`config.mk`:
```
export PLATFORM = sky130hd
export DESIGN_NAME = scc_ctrl
export DESIGN_NICKNAME = d
export VERILOG_FILES = /design/src/scc_pkg.sv /design/src/scc_clk_if.sv /design/src/scc_baud_src.sv /design/src/scc_ctrl.sv
export SDC_FILE = /design/constraint.sdc
export NUM_CORES = 1
export LEC_CHECK = 0
export ABC_CLOCK_PERIOD_IN_PS = 4700
export BUFFER_PORTS_ARGS = -buffer_cell sky130_fd_sc_hd__buf_2
export CORE_AREA = 8 8 86 88
export DETAILED_ROUTE_END_ITERATION = 8
export DIE_AREA = 0 0 94 96
export GPL_ROUTABILITY_DRIVEN = 1
export HOLD_SLACK_MARGIN = 0.02
export PLACE_DENSITY = 0.73
export RECOVER_POWER = 50
export SLEW_MARGIN = 20
export SYNTH_ARGS = -nofsm -noshare
export SYNTH_HDL_FRONTEND = slang
export SYNTH_SLANG_ARGS = --single-unit
```
`constraint.sdc`:
```
create_clock -name clk -period 4.7 [get_ports clk]
set_input_delay 0.705 -clock clk [delete_from_list [all_inputs] [get_ports clk]]
set_output_delay 0.705 -clock clk [all_outputs]
set_load 0.01 [all_outputs]
```
`src/scc_pkg.sv`:
```
package scc_pkg;

   // ************************************************************
   // Register map (byte addresses)
   // ************************************************************
   localparam logic [7:0] SCC_CTRL_ADDR = 8'h00;
   localparam logic [7:0] SCC_BAUD_ADDR = 8'h04;
   localparam logic [7:0] SCC_TXDATA_ADDR = 8'h08;
   localparam logic [7:0] SCC_FLAGS_ADDR = 8'h0C;
   localparam logic [7:0] SCC_IRQ_STAT_ADDR = 8'h10;
   localparam logic [7:0] SCC_IRQ_MASK_ADDR = 8'h14;

   // ************************************************************
   // Reset values
   // ************************************************************
   localparam logic [7:0] SCC_CTRL_RST = 8'h00;
   localparam logic [1:0] SCC_BAUD_RST = 2'h0;
   localparam logic [7:0] SCC_TXDATA_RST = 8'h00;
   localparam logic [3:0] SCC_IRQ_RST = 4'h0;

   // ************************************************************
   // Control register fields
   // ************************************************************
   localparam int SCC_TX_EMPTY_IRQ_EN = 7;
   localparam int SCC_RX_IRQ_EN = 6;
   localparam int SCC_TRANSMIT_ENABLE = 5;
   localparam int SCC_RECEIVE_ENABLE = 4;
   localparam int SCC_RESERVED_BIT3 = 3;
   localparam int SCC_TX_END_IRQ_EN = 2;
   localparam int SCC_CLK_ENABLE_HI = 1;
   localparam int SCC_CLK_ENABLE_LO = 0;

   // ************************************************************
   // Interrupt status and mask fields
   // ************************************************************
   localparam int SCC_IRQ_TX_EMPTY = 0;
   localparam int SCC_IRQ_RX_FULL = 1;
   localparam int SCC_IRQ_RX_ERROR = 2;
   localparam int SCC_IRQ_TX_END = 3;
   localparam int SCC_IRQ_COUNT = 4;

   // ************************************************************
   // Baud generator source selection
   // ************************************************************
   typedef enum logic [1:0] {
      SCC_SRC_SYS = 2'b00,
      SCC_SRC_SUB = 2'b01,
      SCC_SRC_DIV16 = 2'b10,
      SCC_SRC_DIV64 = 2'b11
   } scc_src_type;

   localparam logic [5:0] SCC_DIV16_LAST = 6'h0F;
   localparam logic [5:0] SCC_DIV64_LAST = 6'h3F;

endpackage : scc_pkg

```
`src/scc_clk_if.sv`:
```
`timescale 1ns/100ps

interface scc_clk_if;
   import scc_pkg::*;
   scc_src_type src_sel;
   logic sub_mode;
   logic sub_tick;
   logic baud_tick;

   modport ctrl (
      output src_sel,
      output sub_mode,
      output sub_tick,
      input baud_tick
   );

   modport gen (
      input src_sel,
      input sub_mode,
      input sub_tick,
      output baud_tick
   );
endinterface : scc_clk_if

```
`src/scc_baud_src.sv`:
```
`timescale 1ns/100ps

module scc_baud_src (
   input wire logic clk, // System clock
   input wire logic rst_b, // Asynchronous reset, active low
   scc_clk_if.gen clk_port // Source selection and tick
);
   import scc_pkg::*;

   logic [5:0] div_reg;
   logic sub_half_reg;
   logic tick_next;
   logic tick_reg;

   // ************************************************************
   // Free running system clock prescaler
   // ************************************************************
   always_ff @(posedge clk or negedge rst_b) begin
      if (!rst_b) begin
         div_reg <= 6'h00;
      end else begin
         div_reg <= div_reg + 6'h01;
      end
   end

   // Subclock halver, bypassed in the sub power modes
   always_ff @(posedge clk or negedge rst_b) begin
      if (!rst_b) begin
         sub_half_reg <= 1'b0;
      end else if (clk_port.sub_tick) begin
         sub_half_reg <= ~sub_half_reg;
      end
   end

   always_comb begin
      case (clk_port.src_sel)
         SCC_SRC_SYS: tick_next = 1'b1;
         SCC_SRC_SUB: begin
            tick_next = clk_port.sub_tick &
               (clk_port.sub_mode | sub_half_reg);
         end
         SCC_SRC_DIV16: tick_next = (div_reg[3:0] == SCC_DIV16_LAST[3:0]);
         SCC_SRC_DIV64: tick_next = (div_reg == SCC_DIV64_LAST);
         default: tick_next = 1'b0;
      endcase
   end

   always_ff @(posedge clk or negedge rst_b) begin
      if (!rst_b) begin
         tick_reg <= 1'b0;
      end else begin
         tick_reg <= tick_next;
      end
   end

   assign clk_port.baud_tick = tick_reg;

endmodule : scc_baud_src

```
`src/scc_ctrl.sv`:
```
// Behaviour
// - Two-bit source select: system, subclock, system/16, system/64.
// - Subclock halved in active and sleep, undivided in sub modes.
// - Control register clears on reset, standby, module standby, watch.
// - All control bits readable and writable at any time; the code ignores writes in standby, module standby, watch.
// - Transmit-empty request while bit 7 and empty flag both set.
// - Bit 6 gates receive-full and receive-error (overrun/framing/parity).
// - Receive requests drop when flags or bit 6 clear.
// - Transmit disabled: pin is port, empty flag held at one.
// - Transmit enabled: pin serial; data write clears empty, starts.
// - Receive disabled: pin is port; receive flags left unchanged.
// - Reception starts on start bit (async) or clock input (sync).
// - Bit 3 is reserved and has no effect.
// - Bit 2 enables transmit-end request when no data at last bit.
// - Transmit-end request drops when flags or its enable clear.
//
// Local design decisions: the address map and the APB interface to the registers.
`timescale 1ns/100ps

module scc_ctrl (
   input wire logic clk, // System clock, 40 MHz
   input wire logic rst_b, // Asynchronous reset, active low
   input wire logic psel, // APB select
   input wire logic penable, // APB enable
   input wire logic pwrite, // APB direction, high for write
   input wire logic [7:0] paddr, // APB byte address
   input wire logic [31:0] pwdata, // APB write data
   output logic [31:0] prdata, // APB read data
   output logic pready, // APB ready
   output logic pslverr, // APB error on unmapped address
   input wire logic standby_mode, // Standby power mode
   input wire logic module_standby, // Module standby
   input wire logic watch_mode, // Watch power mode
   input wire logic sub_mode, // Subactive or subsleep mode
   input wire logic sub_tick, // One pulse per subclock period
   input wire logic sync_mode, // Clocked synchronous mode
   input wire logic tx_load, // Pulse: holding data moved to shifter
   input wire logic rx_buffer_full_flag, // Receive holding full
   input wire logic overrun_flag, // Overrun error
   input wire logic framing_error_flag, // Framing error
   input wire logic parity_error_flag, // Parity error
   input wire logic tx_complete_flag, // No data at last bit
   input wire logic rxd_in, // Receive pin level
   input wire logic sck_in, // Serial clock pin level
   output logic baud_tick, // Baud generator source tick
   output logic [7:0] tx_holding_reg, // Transmit data
   output logic tx_start, // Pulse: transmission starts
   output logic tx_pin_serial, // High: transmit pin carries data
   output logic rx_pin_serial, // High: receive pin is data input
   output logic rx_begin, // Pulse: reception starts
   output logic [1:0] sck_mode, // Clock enable field
   output logic tx_empty_irq, // Transmit-empty request
   output logic rx_full_irq, // Receive-full request
   output logic rx_error_irq, // Receive-error request
   output logic tx_end_irq, // Transmit-end request
   output logic irq // Combined masked interrupt, level
);
   import scc_pkg::*;

   // ************************************************************
   // Declarations
   // ************************************************************
   // Register state
   logic [7:0] serial_control_reg;
   logic [1:0] baud_sel_reg;
   logic [7:0] txdata_reg;
   logic tx_buffer_empty_flag;
   logic [3:0] irq_stat_reg;
   logic [3:0] irq_mask_reg;

   // Request pipeline
   logic [3:0] req_next;
   logic [3:0] req_reg;
   logic irq_reg;

   // Bus answer
   logic [31:0] prdata_reg;
   logic pready_reg;
   logic pslverr_reg;

   // Link pulses and history
   logic tx_start_reg;
   logic rx_begin_reg;
   logic rxd_prev_reg;
   logic sck_prev_reg;

   // Decode
   logic setup;
   logic wr_en;
   logic low_power;
   logic mapped;
   logic tx_en;
   logic rx_en;

   scc_clk_if clk_bus ();

   // ************************************************************
   // APB decode
   // ************************************************************
   assign setup = psel & ~penable;
   assign wr_en = psel & penable & pready_reg & pwrite & ~pslverr_reg;
   // Power states clear control
   assign low_power = standby_mode | module_standby | watch_mode;
   assign tx_en = serial_control_reg[SCC_TRANSMIT_ENABLE];
   assign rx_en = serial_control_reg[SCC_RECEIVE_ENABLE];

   // Unmapped offsets: pslverr
   always_comb begin
      case (paddr)
         SCC_CTRL_ADDR: mapped = 1'b1;
         SCC_BAUD_ADDR: mapped = 1'b1;
         SCC_TXDATA_ADDR: mapped = 1'b1;
         SCC_FLAGS_ADDR: mapped = 1'b1;
         SCC_IRQ_STAT_ADDR: mapped = 1'b1;
         SCC_IRQ_MASK_ADDR: mapped = 1'b1;
         default: mapped = 1'b0;
      endcase
   end

   // Answer in the cycle after setup: one access cycle, no wait states
   always_ff @(posedge clk or negedge rst_b) begin
      if (!rst_b) begin
         pready_reg <= 1'b0;
         pslverr_reg <= 1'b0;
      end else begin
         pready_reg <= setup;
         pslverr_reg <= setup & ~mapped;
      end
   end

   // Held until the next read
   always_ff @(posedge clk or negedge rst_b) begin
      if (!rst_b) begin
         prdata_reg <= 32'h0000_0000;
      end else if (setup & ~pwrite) begin
         prdata_reg <= 32'h0000_0000;
         case (paddr)
            SCC_CTRL_ADDR: prdata_reg[7:0] <= serial_control_reg;
            SCC_BAUD_ADDR: prdata_reg[1:0] <= baud_sel_reg;
            SCC_TXDATA_ADDR: prdata_reg[7:0] <= txdata_reg;
            SCC_FLAGS_ADDR: begin
               prdata_reg[5:0] <= {tx_buffer_empty_flag,
                  rx_buffer_full_flag, overrun_flag,
                  framing_error_flag, parity_error_flag,
                  tx_complete_flag};
            end
            SCC_IRQ_STAT_ADDR: prdata_reg[3:0] <= irq_stat_reg;
            SCC_IRQ_MASK_ADDR: prdata_reg[3:0] <= irq_mask_reg;
            default: prdata_reg <= 32'h0000_0000;
         endcase
      end
   end

   // ************************************************************
   // Serial control register
   // ************************************************************
   // Bit 3 is stored for read-back only; nothing else reads it
   always_ff @(posedge clk or negedge rst_b) begin
      if (!rst_b) begin
         serial_control_reg <= SCC_CTRL_RST;
      end else if (low_power) begin
         serial_control_reg <= SCC_CTRL_RST;
      end else if (wr_en && paddr == SCC_CTRL_ADDR) begin
         serial_control_reg <= pwdata[7:0];
      end
   end

   // ************************************************************
   // Baud source selection
   // ************************************************************
   // Cleared with control
   always_ff @(posedge clk or negedge rst_b) begin
      if (!rst_b) begin
         baud_sel_reg <= SCC_BAUD_RST;
      end else if (low_power) begin
         baud_sel_reg <= SCC_BAUD_RST;
      end else if (wr_en && paddr == SCC_BAUD_ADDR) begin
         baud_sel_reg <= pwdata[1:0];
      end
   end

   // Source generator inputs
   assign clk_bus.src_sel = scc_src_type'(baud_sel_reg);
   assign clk_bus.sub_mode = sub_mode;
   assign clk_bus.sub_tick = sub_tick;
   assign baud_tick = clk_bus.baud_tick;

   scc_baud_src u_baud_src (
      .clk(clk),
      .rst_b(rst_b),
      .clk_port(clk_bus.gen)
   );

   // ************************************************************
   // Transmit holding data and empty flag
   // ************************************************************
   // Kept through low power
   always_ff @(posedge clk or negedge rst_b) begin
      if (!rst_b) begin
         txdata_reg <= SCC_TXDATA_RST;
      end else if (wr_en && paddr == SCC_TXDATA_ADDR) begin
         txdata_reg <= pwdata[7:0];
      end
   end

   // Setting conditions win over a data write in the same cycle
   always_ff @(posedge clk or negedge rst_b) begin
      if (!rst_b) begin
         tx_buffer_empty_flag <= 1'b1;
      end else if (!tx_en || low_power) begin
         tx_buffer_empty_flag <= 1'b1;
      end else if (tx_load) begin
         tx_buffer_empty_flag <= 1'b1;
      end else if (wr_en && paddr == SCC_TXDATA_ADDR) begin
         tx_buffer_empty_flag <= 1'b0;
      end
   end

   // Pulse only when enabled
   always_ff @(posedge clk or negedge rst_b) begin
      if (!rst_b) begin
         tx_start_reg <= 1'b0;
      end else begin
         tx_start_reg <= wr_en & (paddr == SCC_TXDATA_ADDR) & tx_en &
            ~low_power;
      end
   end

   // ************************************************************
   // Reception start detection
   // ************************************************************
   // Reset to idle: no false edge
   always_ff @(posedge clk or negedge rst_b) begin
      if (!rst_b) begin
         rxd_prev_reg <= 1'b1;
         sck_prev_reg <= 1'b1;
      end else begin
         rxd_prev_reg <= rxd_in;
         sck_prev_reg <= sck_in;
      end
   end

   // Falling edge of the line is a start bit; falling clock edge in sync
   always_ff @(posedge clk or negedge rst_b) begin
      if (!rst_b) begin
         rx_begin_reg <= 1'b0;
      end else if (!rx_en || low_power) begin
         rx_begin_reg <= 1'b0;
      end else if (sync_mode) begin
         rx_begin_reg <= sck_prev_reg & ~sck_in;
      end else begin
         rx_begin_reg <= rxd_prev_reg & ~rxd_in;
      end
   end

   // ************************************************************
   // Interrupt requests
   // ************************************************************
   always_comb begin
      req_next[SCC_IRQ_TX_EMPTY] =
         serial_control_reg[SCC_TX_EMPTY_IRQ_EN] &
         tx_buffer_empty_flag;
      req_next[SCC_IRQ_RX_FULL] =
         serial_control_reg[SCC_RX_IRQ_EN] &
         rx_buffer_full_flag;
      req_next[SCC_IRQ_RX_ERROR] =
         serial_control_reg[SCC_RX_IRQ_EN] &
         (overrun_flag | framing_error_flag |
         parity_error_flag);
      req_next[SCC_IRQ_TX_END] =
         serial_control_reg[SCC_TX_END_IRQ_EN] &
         tx_complete_flag;
   end

   // Flop per request pin
   always_ff @(posedge clk or negedge rst_b) begin
      if (!rst_b) begin
         req_reg <= SCC_IRQ_RST;
      end else begin
         req_reg <= req_next;
      end
   end

   // Sticky status per request; a new request beats a W1C clear
   genvar gi;
   generate
      for (gi = 0; gi < SCC_IRQ_COUNT; gi = gi + 1) begin : g_stat
         always_ff @(posedge clk or negedge rst_b) begin
            if (!rst_b) begin
               irq_stat_reg[gi] <= 1'b0;
            end else if (req_next[gi] & ~req_reg[gi]) begin
               irq_stat_reg[gi] <= 1'b1;
            end else if (wr_en && paddr == SCC_IRQ_STAT_ADDR &&
                  pwdata[gi]) begin
               irq_stat_reg[gi] <= 1'b0;
            end
         end
      end
   endgenerate

   // One enables a status bit
   always_ff @(posedge clk or negedge rst_b) begin
      if (!rst_b) begin
         irq_mask_reg <= SCC_IRQ_RST;
      end else if (wr_en && paddr == SCC_IRQ_MASK_ADDR) begin
         irq_mask_reg <= pwdata[3:0];
      end
   end

   // Level, from masked status
   always_ff @(posedge clk or negedge rst_b) begin
      if (!rst_b) begin
         irq_reg <= 1'b0;
      end else begin
         irq_reg <= |(irq_stat_reg & irq_mask_reg);
      end
   end

   // ************************************************************
   // Outputs
   // ************************************************************
   assign prdata = prdata_reg;
   assign pready = pready_reg;
   assign pslverr = pslverr_reg;

   assign tx_holding_reg = txdata_reg;
   assign tx_start = tx_start_reg;
   assign tx_pin_serial = tx_en;
   assign rx_pin_serial = rx_en;
   assign rx_begin = rx_begin_reg;

   assign sck_mode = serial_control_reg[SCC_CLK_ENABLE_HI:
      SCC_CLK_ENABLE_LO];
   // Request pins
   assign tx_empty_irq = req_reg[SCC_IRQ_TX_EMPTY];
   assign rx_full_irq = req_reg[SCC_IRQ_RX_FULL];
   assign rx_error_irq = req_reg[SCC_IRQ_RX_ERROR];
   assign tx_end_irq = req_reg[SCC_IRQ_TX_END];
   assign irq = irq_reg;

endmodule : scc_ctrl

```
==> impl_results.rst <==
.. list-table::
   :header-rows: 1

   * - Metric
     - Value
   * - Cell types with the largest area share after synthesis
     - sky130_fd_sc_hd__dfrtp_1 (48%), sky130_fd_sc_hd__buf_4 (7.4%), sky130_fd_sc_hd__mux2_1 (5.1%)
   * - Vias per cell
     - 5.255
   * - Final cell count without fillers
     - around 370
   * - Wire per inst
     - 17.07 um
   * - Number of remaining DRC errors
     - 0
   * - Worst Hold Margin
     - 0.4715 ns
   * - Nets
     - 355
   * - Cell Count Post-Placement
     - 365
   * - Detailed Place HPWL
     - between 4000 and 5000 um
   * - Vert. Die Dim
     - roughly 96 um
   * - Vias in the first global route
     - ~2000
   * - Adder-Cell Fraction of Synth Area
     - 0.4721%
   * - CP required
     - about 5 ns
   * - CP endpoint kind
     - register
   * - Worst reg2reg startpoint
     - pslverr
   * - Final Total Pwr
     - slightly below 0.9 mW
   * - Worst min-delay path category
     - primary input to register
   * - TritonCTS Sinks
     - 54
   * - # hold bufs at CTS
     - 0
   * - P&R area growth vs syn
     - 14.35%
   * - Share of final-layout standard cells stronger than drive strength 1
     - 27.70%
   * - Worst path arrival time
     - approximately 2.5 ns
   * - Total Die Area
     - 9024 um2
   * - CTS tree
     - built
   * - Initial Utilization
     - 43.47%
   * - Number of clock buffers inserted by TritonCTS
     - 5
   * - Number of distinct standard cells referenced by the synthesized netlist
     - 46
   * - Number of violations of the max-capacitance limit
     - 0
   * - Unrepaired setup endpoints after global routing
     - no
   * - Static power due to leakage
     - 1.501 nW
   * - Leading area contributor after synthesis
     - sky130_fd_sc_hd__dfrtp_1
   * - Clock network latency to the later pin of the worst-skew pair
     - 0.31 ns
   * - Worst IR drop on VDD
     - roughly 0.21 mV
   * - Clock slew at the register clock pins of the worst setup and hold paths
     - 0.10 ns
   * - Pin count of the biggest net entering global routing
     - 55
   * - Min-Delay Path Depth
     - 1
   * - Count of vias placed by the detailed router
     - 1960
   * - Number of instances resized during post-cts repair
     - 0
   * - Wire length of the first global-routing pass
     - 10040 um
   * - Maximum buffer depth of the clock tree
     - 2
   * - Kind of critical path
     - primary input to register
   * - Root Buffer Master
     - sky130_fd_sc_hd__clkbuf_8
   * - Share of the yosys chip area belonging to registers
     - just over 50%
   * - Clock skew
     - 0.006816 ns
   * - Max Slew Vio Count
     - 0
   * - Top-level port count
     - approximately 110
   * - Outcome
     - complete, no violations
   * - Power density of the placed cells
     - 294.8 nW/um2
   * - Per-instance average area after synthesis
     - 11.37 um2
   * - Hold Startpoint
     - sck_in
   * - Max Clock Freq
     - 0.4565 GHz
   * - Syn Inst Count
     - around 230
   * - Dominant combinational cell family by area after synthesis
     - simple AND/OR/NAND/NOR gates
   * - Yosys warnings
     - 0
   * - Max H-tree Level
     - 2
   * - Clock period minus worst slack
     - 2.191 ns
   * - Final Setup Violations
     - 0
   * - Worst reg-to-reg path cell count
     - 4
   * - Post-synthesis instance area
     - 2650 um2
   * - Placement Rows
     - 29
   * - Register-to-register path setup slack
     - 2.84 ns
   * - Detailed Route WL
     - 6366 um
   * - Slew @ Worst Pin
     - 0.8148 ns
   * - Number of antenna violations at the first check in global routing
     - 0
   * - Count of buffers added by post-CTS timing repair for setup
     - 0
   * - Destination of the worst register-to-register timing path
     - tx_holding_reg[1]
   * - Simple-Gate Fraction of Synth Area
     - 13.69%
   * - Global route overflow
     - 0
   * - Share of the cycle needed by the critical path after routing
     - 46.61%
   * - Endpoint with the worst hold slack
     - sck_prev_reg
   * - Post-Place Setup Slack
     - ~2.2 ns
   * - Routed Antenna Nets
     - 0
   * - Register bit total from synthesis
     - 54
   * - Crit path launch type
     - primary input
   * - Worst Slack Setup Final
     - 2.509 ns
   * - Weighted congestion reported at the end of routability-driven placement
     - 0.8276
   * - Die Width
     - 94 um
   * - Slew HR
     - between 40% and 50%
   * - Worst-path maximum fanout
     - 19
   * - Post-synthesis share of cell area spent on xor and xnor gates
     - around 1.7%
   * - Number of detailed-routing iterations run before antenna repair
     - 4
   * - Port Buf Inserts
     - 64
   * - Total track usage
     - roughly 14%
   * - Total negative slack for setup checks
     - 0 ns
   * - Antenna Diode Count
     - 0
   * - Core area
     - 6096 um2
   * - Drt first-iter violations
     - 131
   * - Post-synth top area share
     - between 40% and 50%
   * - Post-synthesis compound-gate area fraction
     - 13.41%
   * - Hold Violations, Final
     - 0
   * - Multiplexer fraction of the synthesized cell area
     - 9.112%
## placed cells by master (no fill, tap or decap), drive strengths merged, types with 2 or more instances in the layout
cell / count
nand4: 2
dfrtp: 51
nor2: 12
xnor2: 3
buf: 60
inv: 10
nor3: 7
a22oi: 11
nand3: 4
mux2i: 5
dfstp: 3
conb: 24
mux2: 17
a31oi: 2
a22o: 14
nand4b: 5
and3: 2
nand2b: 3
a21oi: 12
and2: 3
clkinvlp: 2
nand2: 7
nand3b: 2
o32ai: 2
clkbuf: 10
o21ai: 5
or3: 3
xor2: 2
## synth_stat cells (all sizes together)
cell    instances
nor4            1
nor2           12
or4             1
dfrtp          51
and2            3
a22o           14
buf            29
ha              1
a211o           1
inv            10
xor2            2
nand2           7
nand3b          2
or3b            1
o32ai           2
and3            2
nand3           4
o22ai           1
nor3b           1
conb            1
a21o            1
or3             3
clkbuf          4
nor3            7
a21oi          12
nand2b          3
a31oi           2
or4b            1
nand4b          5
nor2b           1
a22oi          11
or2             1
xnor2           3
mux2i           5
dfstp           3
o31a            1
o21ai           5
nand4           2
mux2           17
## cell families after synthesis
logic type / Yosys count
AND/OR/NAND/NOR: 57
flip-flops: 54
AO/OA/AOI/OAI: 50
buffers and inverters: 43
multiplexers: 22
XOR/XNOR: 5
adder cells (fa/ha/maj): 1
other: 1
## layer usage
layer / up-vias / GRT usage, % / share of wire [%]
li1: 919 / - / -
met1: 947 / 18.62 / 44
met2: 82 / 22.00 / 46
met3: 12 / 4.212 / 7.9
met4: 0 / 6.077 / 2.1
met5: - / 0 / 0
## where the power goes
group          internal [mW]  total [mW]  switching [mW]
sequential             0.480       0.487         0.00754
clock                  0.159       0.315           0.157
combinational         0.0318      0.0911          0.0593
total                  0.670       0.893           0.224
## through the flow
step                area, um2  utilization [%]
floorplan                2736                -
global placement         2923            47.95
detailed placement       2923            47.95
CTS                      3037            49.82
global route             3030            49.71
finish                   3030            49.71
## cell type report
type / count / area (um2)
Inverter: 10 / 37.54
Multi-Input combinational cell: 159 / 1106
Clock buffer: 5 / 68.82
Sequential cell: 54 / 1355
Timing Repair Buffer: 65 / 321.6
Tap cell: 77 / 96.34
Fill cell: 555 / 3065
Clock inverter: 3 / 45.04
## worst max-delay path, cell delays in order
cell,delay [ns]
sky130_fd_sc_hd__buf_2,0.24
sky130_fd_sc_hd__or4_4,0.60
sky130_fd_sc_hd__nor3_4,0.30
sky130_fd_sc_hd__and3_1,0.41
sky130_fd_sc_hd__a22o_1,0.18
## worst max path at each step
stage          cells after the start  slack, ns  startpoint               endpoint
3_3_place_gp                       5       2.19    paddr[2]  serial_control_reg[4]
4_1_cts                            5       2.53    paddr[2]  serial_control_reg[3]
6_report                           5       2.51    paddr[2]  serial_control_reg[6]
3_5_place_dp                       5       2.19    paddr[2]  serial_control_reg[3]
5_1_grt                            5       2.44    paddr[2]  serial_control_reg[2]
2_1_floorplan                      5       2.56    paddr[5]      tx_holding_reg[0]
Power figures use the tool's default switching activity.
